File: config.mk
export PLATFORM = sky130hd
export DESIGN_NAME = rc8_core
export DESIGN_NICKNAME = d
export VERILOG_FILES = /design/src/design/rc8_pkg.sv /design/src/design/rc8_core.sv
export SDC_FILE = /design/constraint.sdc
export NUM_CORES = 1
export LEC_CHECK = 0
export ABC_AREA = 1
export BUFFER_PORTS_ARGS = -buffer_cell sky130_fd_sc_hd__buf_2
export CAP_MARGIN = 10
export CORE_AREA = 4 4 338 340
export CTS_BUF_LIST = sky130_fd_sc_hd__clkbuf_2 sky130_fd_sc_hd__clkbuf_4 sky130_fd_sc_hd__clkbuf_8
export DETAILED_ROUTE_END_ITERATION = 8
export DIE_AREA = 0 0 342 344
export HOLD_SLACK_MARGIN = 0.1
export PLACE_DENSITY = 0.67
export SYNTH_ARGS = -nofsm -noshare
export SYNTH_HDL_FRONTEND = slang
export SYNTH_SLANG_ARGS = --single-unit
File: constraint.sdc
create_clock -name clk -period 8 [get_ports clk]
set_input_delay 0 -clock clk [delete_from_list [all_inputs] [get_ports clk]]
set_output_delay 0 -clock clk [all_outputs]
set_load 0.02 [all_outputs]
File: src/design/rc8_pkg.sv
// Constants for the 8-bit core datapath, its data memory map and instruction fields
package rc8_pkg;
  // Data memory map, full addresses {bank, offset}
  localparam logic [7:0] A_INDIRECT    = 8'h00;
  localparam logic [7:0] A_TIMER       = 8'h01;
  localparam logic [7:0] A_PCL         = 8'h02;
  localparam logic [7:0] A_STATUS      = 8'h03;
  localparam logic [7:0] A_FSR         = 8'h04;
  localparam logic [7:0] A_PORT_A_PINS_PINS  = 8'h05;
  localparam logic [7:0] A_PORT_B_PINS_PINS  = 8'h06;
  localparam logic [7:0] A_PROGRAM_COUNTER_HIGH_LATCH      = 8'h0A;
  localparam logic [7:0] A_INTCTL      = 8'h0B;
  localparam logic [7:0] A_PERIF_FLAGS = 8'h0C;
  localparam logic [7:0] A_CMP_CTL     = 8'h1F;
  localparam logic [7:0] A_INDIRECT_B1 = 8'h80;
  localparam logic [7:0] A_OPTION      = 8'h81;
  localparam logic [7:0] A_PCL_B1      = 8'h82;
  localparam logic [7:0] A_STATUS_B1   = 8'h83;
  localparam logic [7:0] A_FSR_B1      = 8'h84;
  localparam logic [7:0] A_PORT_A_PINS_DIR   = 8'h85;
  localparam logic [7:0] A_PORT_B_PINS_DIR   = 8'h86;
  localparam logic [7:0] A_PROGRAM_COUNTER_HIGH_LATCH_B1   = 8'h8A;
  localparam logic [7:0] A_INTCTL_B1   = 8'h8B;
  localparam logic [7:0] A_PERIF_ENA   = 8'h8C;
  localparam logic [7:0] A_PWR_CTL     = 8'h8E;
  localparam logic [7:0] A_VREF_CTL    = 8'h9F;
  localparam logic [7:0] A_GPR0_LO     = 8'h20;
  localparam logic [7:0] A_GPR0_HI     = 8'h7F;
  localparam logic [7:0] A_GPR1_LO     = 8'hA0;
  localparam logic [7:0] A_GPR1_HI     = 8'hBF;
  localparam int         GPR0_WORDS    = 96;
  localparam int         GPR_WORDS     = 128;
  // Status fields
  localparam int         ST_C          = 0;
  localparam int         ST_DC         = 1;
  localparam int         ST_Z          = 2;
  localparam int         ST_PD         = 3;
  localparam int         ST_TO         = 4;
  localparam int         ST_BANK       = 5;
  localparam logic [7:0] STATUS_RST    = 8'h18;
  localparam logic [7:0] STATUS_WR_MSK = 8'h27;
  // Widths and reset values
  localparam int         IW            = 14;
  localparam int         DW            = 8;
  localparam logic [7:0] REG_RST       = 8'h00;
  // Instruction classes, ir[13:12]
  localparam logic [1:0] CL_BYTE       = 2'h0;
  localparam logic [1:0] CL_BIT        = 2'h1;
  localparam logic [1:0] CL_JUMP       = 2'h2;
  localparam logic [1:0] CL_LIT        = 2'h3;
  // ALU operations, ir[11:8]; literal class reuses the codes it shares
  localparam logic [3:0] OP_MOVWF      = 4'h0;
  localparam logic [3:0] OP_CLR        = 4'h1;
  localparam logic [3:0] OP_SUB        = 4'h2;
  localparam logic [3:0] OP_DEC        = 4'h3;
  localparam logic [3:0] OP_IOR        = 4'h4;
  localparam logic [3:0] OP_AND        = 4'h5;
  localparam logic [3:0] OP_XOR        = 4'h6;
  localparam logic [3:0] OP_ADD        = 4'h7;
  localparam logic [3:0] OP_MOV        = 4'h8;
  localparam logic [3:0] OP_COM        = 4'h9;
  localparam logic [3:0] OP_INC        = 4'hA;
  localparam logic [3:0] OP_DECSZ      = 4'hB;
  localparam logic [3:0] OP_RRF        = 4'hC;
  localparam logic [3:0] OP_RLF        = 4'hD;
  localparam logic [3:0] OP_SWAP       = 4'hE;
  localparam logic [3:0] OP_INCSZ      = 4'hF;
  localparam logic [3:0] LO_RETURN     = 4'h0;
  localparam logic [3:0] LO_RETLW      = 4'h1;
  localparam logic [3:0] LO_NOP        = 4'h3;
  // Bit operations, ir[11:10]
  localparam logic [1:0] BO_CLR        = 2'h0;
  localparam logic [1:0] BO_SET        = 2'h1;
  localparam logic [1:0] BO_SKIP_CLR   = 2'h2;
  localparam logic [1:0] BO_SKIP_SET   = 2'h3;
endpackage

File: src/design/rc8_core.sv
// 8-bit core datapath: two-stage fetch/execute, ALU, status, banked data memory
`timescale 1ns/100ps
module rc8_core
  import rc8_pkg::*;
#(
  parameter int ADDR_W      = 9,
  parameter int STACK_DEPTH = 8,
  parameter bit BANK1_RAM   = 1'b0
)(
  input  wire logic              clk,
  input  wire logic              rst,
  input  wire logic [IW-1:0]     prog_data,
  output      logic [ADDR_W-1:0] prog_addr_q,
  input  wire logic [DW-1:0]     sfr_rdata,
  output      logic [7:0]        sfr_addr_q,
  output      logic [DW-1:0]     sfr_wdata_q,
  output      logic              sfr_we_q,
  output      logic [DW-1:0]     accum_q,
  output      logic [DW-1:0]     status_q
);
  localparam int SP_W = $clog2(STACK_DEPTH);

  logic [IW-1:0]     ir_q;
  logic              valid_q;
  logic [ADDR_W-1:0] exec_pc_q;
  logic [7:0]        fsr_q;
  logic [7:0]        program_counter_high_latch_q;
  logic [SP_W-1:0]   sp_q;
  logic [ADDR_W-1:0] stack_q [STACK_DEPTH];
  logic [7:0]        gpr_q [GPR_WORDS];
  logic [7:0]        alu_res;

  // Instruction fields
  wire [1:0] cls   = ir_q[13:12];
  wire [3:0] op    = ir_q[11:8];
  wire [1:0] bop   = ir_q[11:10];
  wire [2:0] bitn  = ir_q[9:7];
  wire [6:0] fadr  = ir_q[6:0];
  wire [7:0] lit   = ir_q[7:0];
  wire       to_f  = ir_q[7];
  wire       ex_by = valid_q && cls == CL_BYTE;
  wire       ex_bt = valid_q && cls == CL_BIT;
  wire       ex_lt = valid_q && cls == CL_LIT;

  // Address resolution
  wire [7:0] dir_adr = {status_q[ST_BANK], fadr};
  wire [7:0] eff_adr = (fadr == A_INDIRECT[6:0]) ? fsr_q : dir_adr;
  wire       mirror  = eff_adr[7] && (eff_adr inside {A_INDIRECT_B1, A_PCL_B1, A_STATUS_B1,
                       A_FSR_B1, A_PROGRAM_COUNTER_HIGH_LATCH_B1, A_INTCTL_B1});
  wire [7:0] can_adr = mirror ? {1'b0, eff_adr[6:0]} : eff_adr;
  wire       hit_g0  = can_adr >= A_GPR0_LO && can_adr <= A_GPR0_HI;
  wire       hit_g1  = BANK1_RAM && can_adr >= A_GPR1_LO && can_adr <= A_GPR1_HI;
  wire       hit_per = can_adr inside {A_TIMER, A_PORT_A_PINS_PINS, A_PORT_B_PINS_PINS, A_INTCTL,
                       A_PERIF_FLAGS, A_CMP_CTL, A_OPTION, A_PORT_A_PINS_DIR, A_PORT_B_PINS_DIR,
                       A_PERIF_ENA, A_PWR_CTL, A_VREF_CTL};
  wire [7:0] g1_off  = can_adr - A_GPR1_LO + 8'(GPR0_WORDS);
  wire [7:0] g0_off  = can_adr - A_GPR0_LO;
  wire [6:0] gpr_idx = hit_g1 ? g1_off[6:0] : g0_off[6:0];
  wire [7:0] pcl_rd  = exec_pc_q[7:0];

  // Read mux; anything unmapped, or indirect through pointer zero, reads zero
  wire [7:0] file_rd =
    (hit_g0 || hit_g1)   ? gpr_q[gpr_idx] :
    (can_adr == A_PCL)    ? pcl_rd :
    (can_adr == A_STATUS) ? status_q :
    (can_adr == A_FSR)    ? fsr_q :
    (can_adr == A_PROGRAM_COUNTER_HIGH_LATCH) ? program_counter_high_latch_q :
    hit_per               ? sfr_rdata : 8'h00;

  // ALU operands and adders
  wire [7:0] opb     = (cls == CL_LIT) ? lit : file_rd;
  wire       sub_sel = op == OP_SUB;
  wire [7:0] addend  = sub_sel ? ~accum_q : accum_q;
  // Subtract as b + ~w + 1, so carry outs come out as inverted borrows
  wire [4:0] nib_sum = {1'b0, opb[3:0]} + {1'b0, addend[3:0]} + 5'(sub_sel);
  wire [8:0] sum     = {1'b0, opb} + {1'b0, addend} + 9'(sub_sel);
  wire       c_in    = status_q[ST_C];
  wire [7:0] bmask   = 8'h01 << bitn;

  always_comb
  begin
    case (op)
      OP_MOVWF: alu_res = accum_q;
      OP_CLR:   alu_res = 8'h00;
      OP_SUB:   alu_res = sum[7:0];
      OP_ADD:   alu_res = sum[7:0];
      OP_DEC:   alu_res = opb - 8'h01;
      OP_DECSZ: alu_res = opb - 8'h01;
      OP_INC:   alu_res = opb + 8'h01;
      OP_INCSZ: alu_res = opb + 8'h01;
      OP_IOR:   alu_res = accum_q | opb;
      OP_AND:   alu_res = accum_q & opb;
      OP_XOR:   alu_res = accum_q ^ opb;
      OP_COM:   alu_res = ~opb;
      OP_RRF:   alu_res = {c_in, opb[7:1]};
      OP_RLF:   alu_res = {opb[6:0], c_in};
      OP_SWAP:  alu_res = {opb[3:0], opb[7:4]};
      default:  alu_res = opb;
    endcase
  end

  // Which flags this instruction drives
  wire z_upd  = (ex_by && (op inside {OP_CLR, OP_SUB, OP_DEC, OP_IOR, OP_AND, OP_XOR,
                OP_ADD, OP_MOV, OP_COM, OP_INC})) ||
                (ex_lt && (op inside {OP_SUB, OP_IOR, OP_AND, OP_XOR, OP_ADD}));
  wire cd_upd = (ex_by || ex_lt) && (op == OP_SUB || op == OP_ADD);
  wire c_upd  = ex_by && (op == OP_RRF || op == OP_RLF);
  wire rot_c  = (op == OP_RRF) ? opb[0] : opb[7];
  wire [7:0] flag_msk = {5'h00, z_upd, cd_upd, cd_upd | c_upd};
  wire [7:0] flag_val = {5'h00, alu_res == 8'h00, nib_sum[4], c_upd ? rot_c : sum[8]};

  // Destinations
  wire [7:0] bit_res = bop[0] ? (file_rd | bmask) : (file_rd & ~bmask);
  wire [7:0] wr_data = (cls == CL_BIT) ? bit_res : alu_res;
  wire       file_wr = (ex_by && to_f) || (ex_bt && !bop[1]);
  wire       ret     = ex_lt && (op == LO_RETURN || op == LO_RETLW);
  wire       w_wr    = (ex_by && !to_f) || (ex_lt && op != LO_RETURN && op != LO_NOP);
  wire [7:0] w_data  = (cls == CL_LIT && op == LO_RETLW) ? lit : alu_res;
  wire       gpr_wr  = file_wr && (hit_g0 || hit_g1);
  wire       st_wr   = file_wr && can_adr == A_STATUS;
  wire       pcl_wr  = file_wr && can_adr == A_PCL;

  // Status: any flag-affecting op blocks the data write to all three flags
  wire       flag_any = |flag_msk;
  wire [7:0] st_wmsk = st_wr ? (STATUS_WR_MSK & ~{5'h00, {3{flag_any}}}) : 8'h00;
  wire [7:0] st_mid  = (status_q & ~st_wmsk) | (wr_data & st_wmsk);
  wire [7:0] st_d    = (st_mid & ~flag_msk) | (flag_val & flag_msk);

  // Program flow; a skip simply discards the word already fetched
  wire       bit_set = |(file_rd & bmask);
  wire       skip    = (ex_by && (op == OP_DECSZ || op == OP_INCSZ) && alu_res == 8'h00) ||
                       (ex_bt && bop[1] && (bop[0] == bit_set));
  wire       jump    = valid_q && cls == CL_JUMP;
  wire       call    = jump && ir_q[11];
  wire       flush   = skip || jump || ret || pcl_wr;
  wire [SP_W-1:0] sp_prev  = sp_q - 1'b1;
  wire [12:0]     jmp_full = {program_counter_high_latch_q[4:3], ir_q[10:0]};
  wire [12:0]     pcl_full = {program_counter_high_latch_q[4:0], wr_data};
  // Upper address bits beyond ADDR_W are dropped: no external program space
  wire [ADDR_W-1:0] pc_d =
    jump   ? jmp_full[ADDR_W-1:0] :
    pcl_wr ? pcl_full[ADDR_W-1:0] :
    ret    ? stack_q[sp_prev] : prog_addr_q + 1'b1;

  always_ff @(posedge clk or posedge rst)
  begin
    if (rst)
    begin
      prog_addr_q <= '0;
      exec_pc_q   <= '0;
      ir_q        <= '0;
      valid_q     <= 1'b0;
      accum_q     <= REG_RST;
      status_q    <= STATUS_RST;
      fsr_q       <= REG_RST;
      program_counter_high_latch_q    <= REG_RST;
      sp_q        <= '0;
      sfr_addr_q  <= REG_RST;
      sfr_wdata_q <= REG_RST;
      sfr_we_q    <= 1'b0;
    end
    else
    begin
      prog_addr_q <= pc_d;
      exec_pc_q   <= prog_addr_q;
      ir_q        <= prog_data;
      valid_q     <= !flush;
      status_q    <= st_d;
      if (w_wr)
        accum_q <= w_data;
      if (file_wr && can_adr == A_FSR)
        fsr_q <= wr_data;
      if (file_wr && can_adr == A_PROGRAM_COUNTER_HIGH_LATCH)
        program_counter_high_latch_q <= wr_data;
      if (call)
        sp_q <= sp_q + 1'b1;
      else if (ret)
        sp_q <= sp_prev;
      // Peripheral registers sit outside on their own data bus
      sfr_we_q    <= file_wr && hit_per;
      sfr_addr_q  <= can_adr;
      sfr_wdata_q <= wr_data;
    end
  end

  // Storage arrays carry no reset; contents are undefined after power-up
  always_ff @(posedge clk)
  begin
    if (gpr_wr)
      gpr_q[gpr_idx] <= wr_data;
    if (call)
      stack_q[sp_q] <= prog_addr_q;
  end
endmodule // rc8_core

==> summary.md <==
| Metric | Value |
|---|---|
| Status | `completed` |
| Buf+Inv Stages, Crit Path | `4` |
| Post-synth top cells | `nand2_1 (1809), edfxtp_1 (1096), nor2_1 (359)` |
| Critical path's most frequent cell | `nand2_1` |
| Setup TNS | `0 ns` |
| Post-synthesis cell count | `around 4400` |
| Setup violations, final | `0` |
| Crit-path leading delay family | `simple AND/OR/NAND/NOR gates` |
| Post-CTS setup repair buffer count | `0` |
| Final Hold Fails | `0` |
| Synth Register Bits | `about 1200` |
| Tot GR Track Use | `approximately a quarter` |
| Area contributors post-synth | `edfxtp_1 (66%), nand2_1 (14%), dfrtp_1 (4.0%), nor2_1 (2.7%), nand4_1 (1.7%)` |
| Clk Latency, worst-skew pair | `roughly 0.88 ns` |
| Worst slack, placed | `approximately 1.2 ns` |
| Leak pwr | `around 21 nW` |
| Post-DP HPWL | `around 85000 um` |
| Drt wl/cell | `between 20 and 25 um` |
| Design Area, Final | `between 50000 and 60000 sq um` |
| Initial antenna violation count | `5` |
| Starting Density | `between 40% and 50%` |
| Placed Area | `51710 sq um` |
| Min-Delay Path Class | `input port to async pin` |
| R2R depth | `32` |
| CTS sink count | `around 1200` |
| Setup Skew | `about 0.048 ns` |
| Final WS setup | `1.041 ns` |
| Via density | `~5.5` |
| Post-route minimum period | `between 6 and 7 ns` |
| Cts repair resizes | `0` |
| Setup CP Type | `flip-flop to flip-flop` |
| Max clock buf depth | `3` |
| Tcrit/Tclk final | `a little under 90%` |
| Fin. max-slew vios | `0` |
| Most frequent cell after synthesis | `nand2_1` |
| Drt first pass iters | `6` |
| Max frequency | `0.1437 GHz` |
| Largest net degree at the start of global routing | `about 130` |
| Area Overhead vs Synth | `12.30%` |
| Avg Inst Size Synth | `11.23 sq um` |
| TritonCTS clock tree | `done` |
| RSZ-0062 raised after global routing | `no` |
| CP Launch Type | `flip-flop` |
| Sequential area share after synthesis | `a little over two thirds` |
| Final Util | `around half` |
| Worst EP required | `8.79 ns` |
| First-pass GRT wire length | `around 210000 um` |
| ANT nets after route | `0` |
| Die area | `117600 sq um` |
| Max Cap Viol | `0` |
| H-tree levels | `4` |
| Post-Place Cells | `5881` |
| Row Count | `between 100 and 150` |
| Cell accounting for the most synthesized area | `edfxtp_1` |
| I/O Pins | `66` |
| Slew margin rel. | `between 20% and 30%` |
| Post-synth top area share | `66.27%` |
| Share of layout cells above drive strength 1 | `between 10% and 20%` |
| Max stage delay cell, worst path | `nor2_4` |
| Worst ir drop on vdd | `~170 uV` |
| Levels on crit path | `32` |
| 1st-iter DRT viols | `about 4200` |
| Clock-pin slew on the worst setup and hold paths | `0.07 ns` |
| PwrDens | `roughly 250 nW/um^2` |
| CTS Buf Count | `around 190` |
| Port buffer count | `61` |
| Number of synthesized flops with an enable pin | `about 1100` |
| Die width | `approximately 340 um` |
| Die Ht | `roughly 340 um` |
| Post-Layout Cell Count | `6260` |
| Core area | `around 110000 sq um` |
| Hold Buf Count CTS | `37` |
| Total gr overflow | `0` |
| Root buf cell | `clkbuf_8` |
| Remaining DRCs | `0` |
| Overall power | `14.19 mW` |
| Critical Path End Type | `flip-flop` |
| Slew @ Worst Pin | `1.149 ns` |
| GP Congestion | `0.9291` |
| Crit path largest cell delay | `between 0.9 and 1 ns` |
| Mapped Area | `between 40000 and 50000 sq um` |
| Main synth FF type | `edfxtp_1` |
| Final net count | `4666` |
| Number of global-route vias before repair | `33390` |
| WHS | `~0.22 ns` |
| Synthesis Warnings | `0` |
| Crit path arrival time | `just under 8 ns` |
| Routed via count | `34410` |
| WL final | `140400 um` |
| Asr flop ratio synth | `under 10%` |
| Worst Path Max Fanout | `between 80 and 90` |
| Yosys cell types | `between 60 and 70` |
[worst min-delay path, cell delays in order]
cell           delay (ns)
dlygate4sd3_1        0.53
buf_2                0.12
dlygate4sd3_1        0.57
clkinv_2             0.26
[cell families after synthesis]
| kind of cell | Yosys count | synth area share [%] |
|---|---|---|
| flip-flops | 1176 | 70.30 |
| XOR/XNOR | 15 | 0.2645 |
| AO/OA/AOI/OAI | 322 | 4.081 |
| adder cells (fa/ha/maj) | 35 | 0.9120 |
| AND/OR/NAND/NOR | 2534 | 20.80 |
| multiplexers | 14 | 0.2822 |
| buffers and inverters | 323 | 3.346 |
| other | 2 | 0.01512 |
[layout by cell type (no fill, tap or decap), types with 8 or more instances in the layout]
cell / instances
nand2_1: 1805
edfxtp_1: 1096
nor2_1: 357
clkbuf_8: 194
nand3_1: 158
nand4_1: 137
inv_1: 111
o21ai_0: 94
dfrtp_1: 80
clkbuf_4: 71
a22oi_1: 68
buf_4: 67
buf_2: 61
a21oi_1: 42
clkinv_1: 39
o21ai_1: 38
dlygate4sd3_1: 37
ha_1: 33
buf_12: 21
nand2_2: 19
clkinv_2: 19
inv_2: 14
nand2_4: 14
o211ai_1: 14
o221ai_1: 14
mux2i_1: 14
xor2_1: 13
nor3_1: 10
o22ai_1: 8
nand3_2: 8
[worst paths after layout]
| kind | from | endpoint | slack [ns] |
|---|---|---|---|
| worst max register to register | ir_q[5] | program_counter_high_latch_q[4] | 1.04 |
| max in group asynchronous | rst | sfr_addr_q[3] | 6.55 |
| worst min register to register | program_counter_high_latch_q[4] | program_counter_high_latch_q[4] | 0.50 |
| worst min-delay path | rst | accum_q[0] | 0.22 |
| min in group clk | sfr_rdata[1] | accum_q[1] | 0.23 |
| worst max-delay path | ir_q[5] | program_counter_high_latch_q[4] | 1.04 |
[state kept, by name (all words and copies together) (netlist names), 8 cells and up, named ones only]
register	cells
sfr_wdata_q	8
stack_q	72
exec_pc_q	8
accum_q	8
sfr_addr_q	8
ir_q	14
fsr_q	8
prog_addr_q	9
gpr_q	1024
program_counter_high_latch_q	8
[layout make-up]
| cell class | instances | area (sq um) |
|---|---|---|
| Timing Repair Buffer | 186 | 1599 |
| Tap cell | 1500 | 1877 |
| Antenna cell | 6 | 15.01 |
| Clock buffer | 265 | 3203 |
| Fill cell | 9707 | 55800 |
| Sequential cell | 1176 | 34910 |
| Multi-Input combinational cell | 2924 | 13190 |
| Clock inverter | 71 | 469.2 |
| Inverter | 132 | 506.7 |
[report_power, final]
group          switching, mW  internal [mW]
registers              0.133           7.13
logic                   1.37          0.465
clock network           2.37           2.71
total                   3.88           10.3
[routing by layer]
layer / track usage [%] / wire, um / vias to the layer above
met5: 0 / 17 / -
met3: 4.874 / 13400 / 340
met4: 9.157 / 5220 / 2
li1: - / - / 15620
met1: 32.74 / 57230 / 16660
met2: 37.05 / 64530 / 1786
Power figures use the tool's default switching activity.
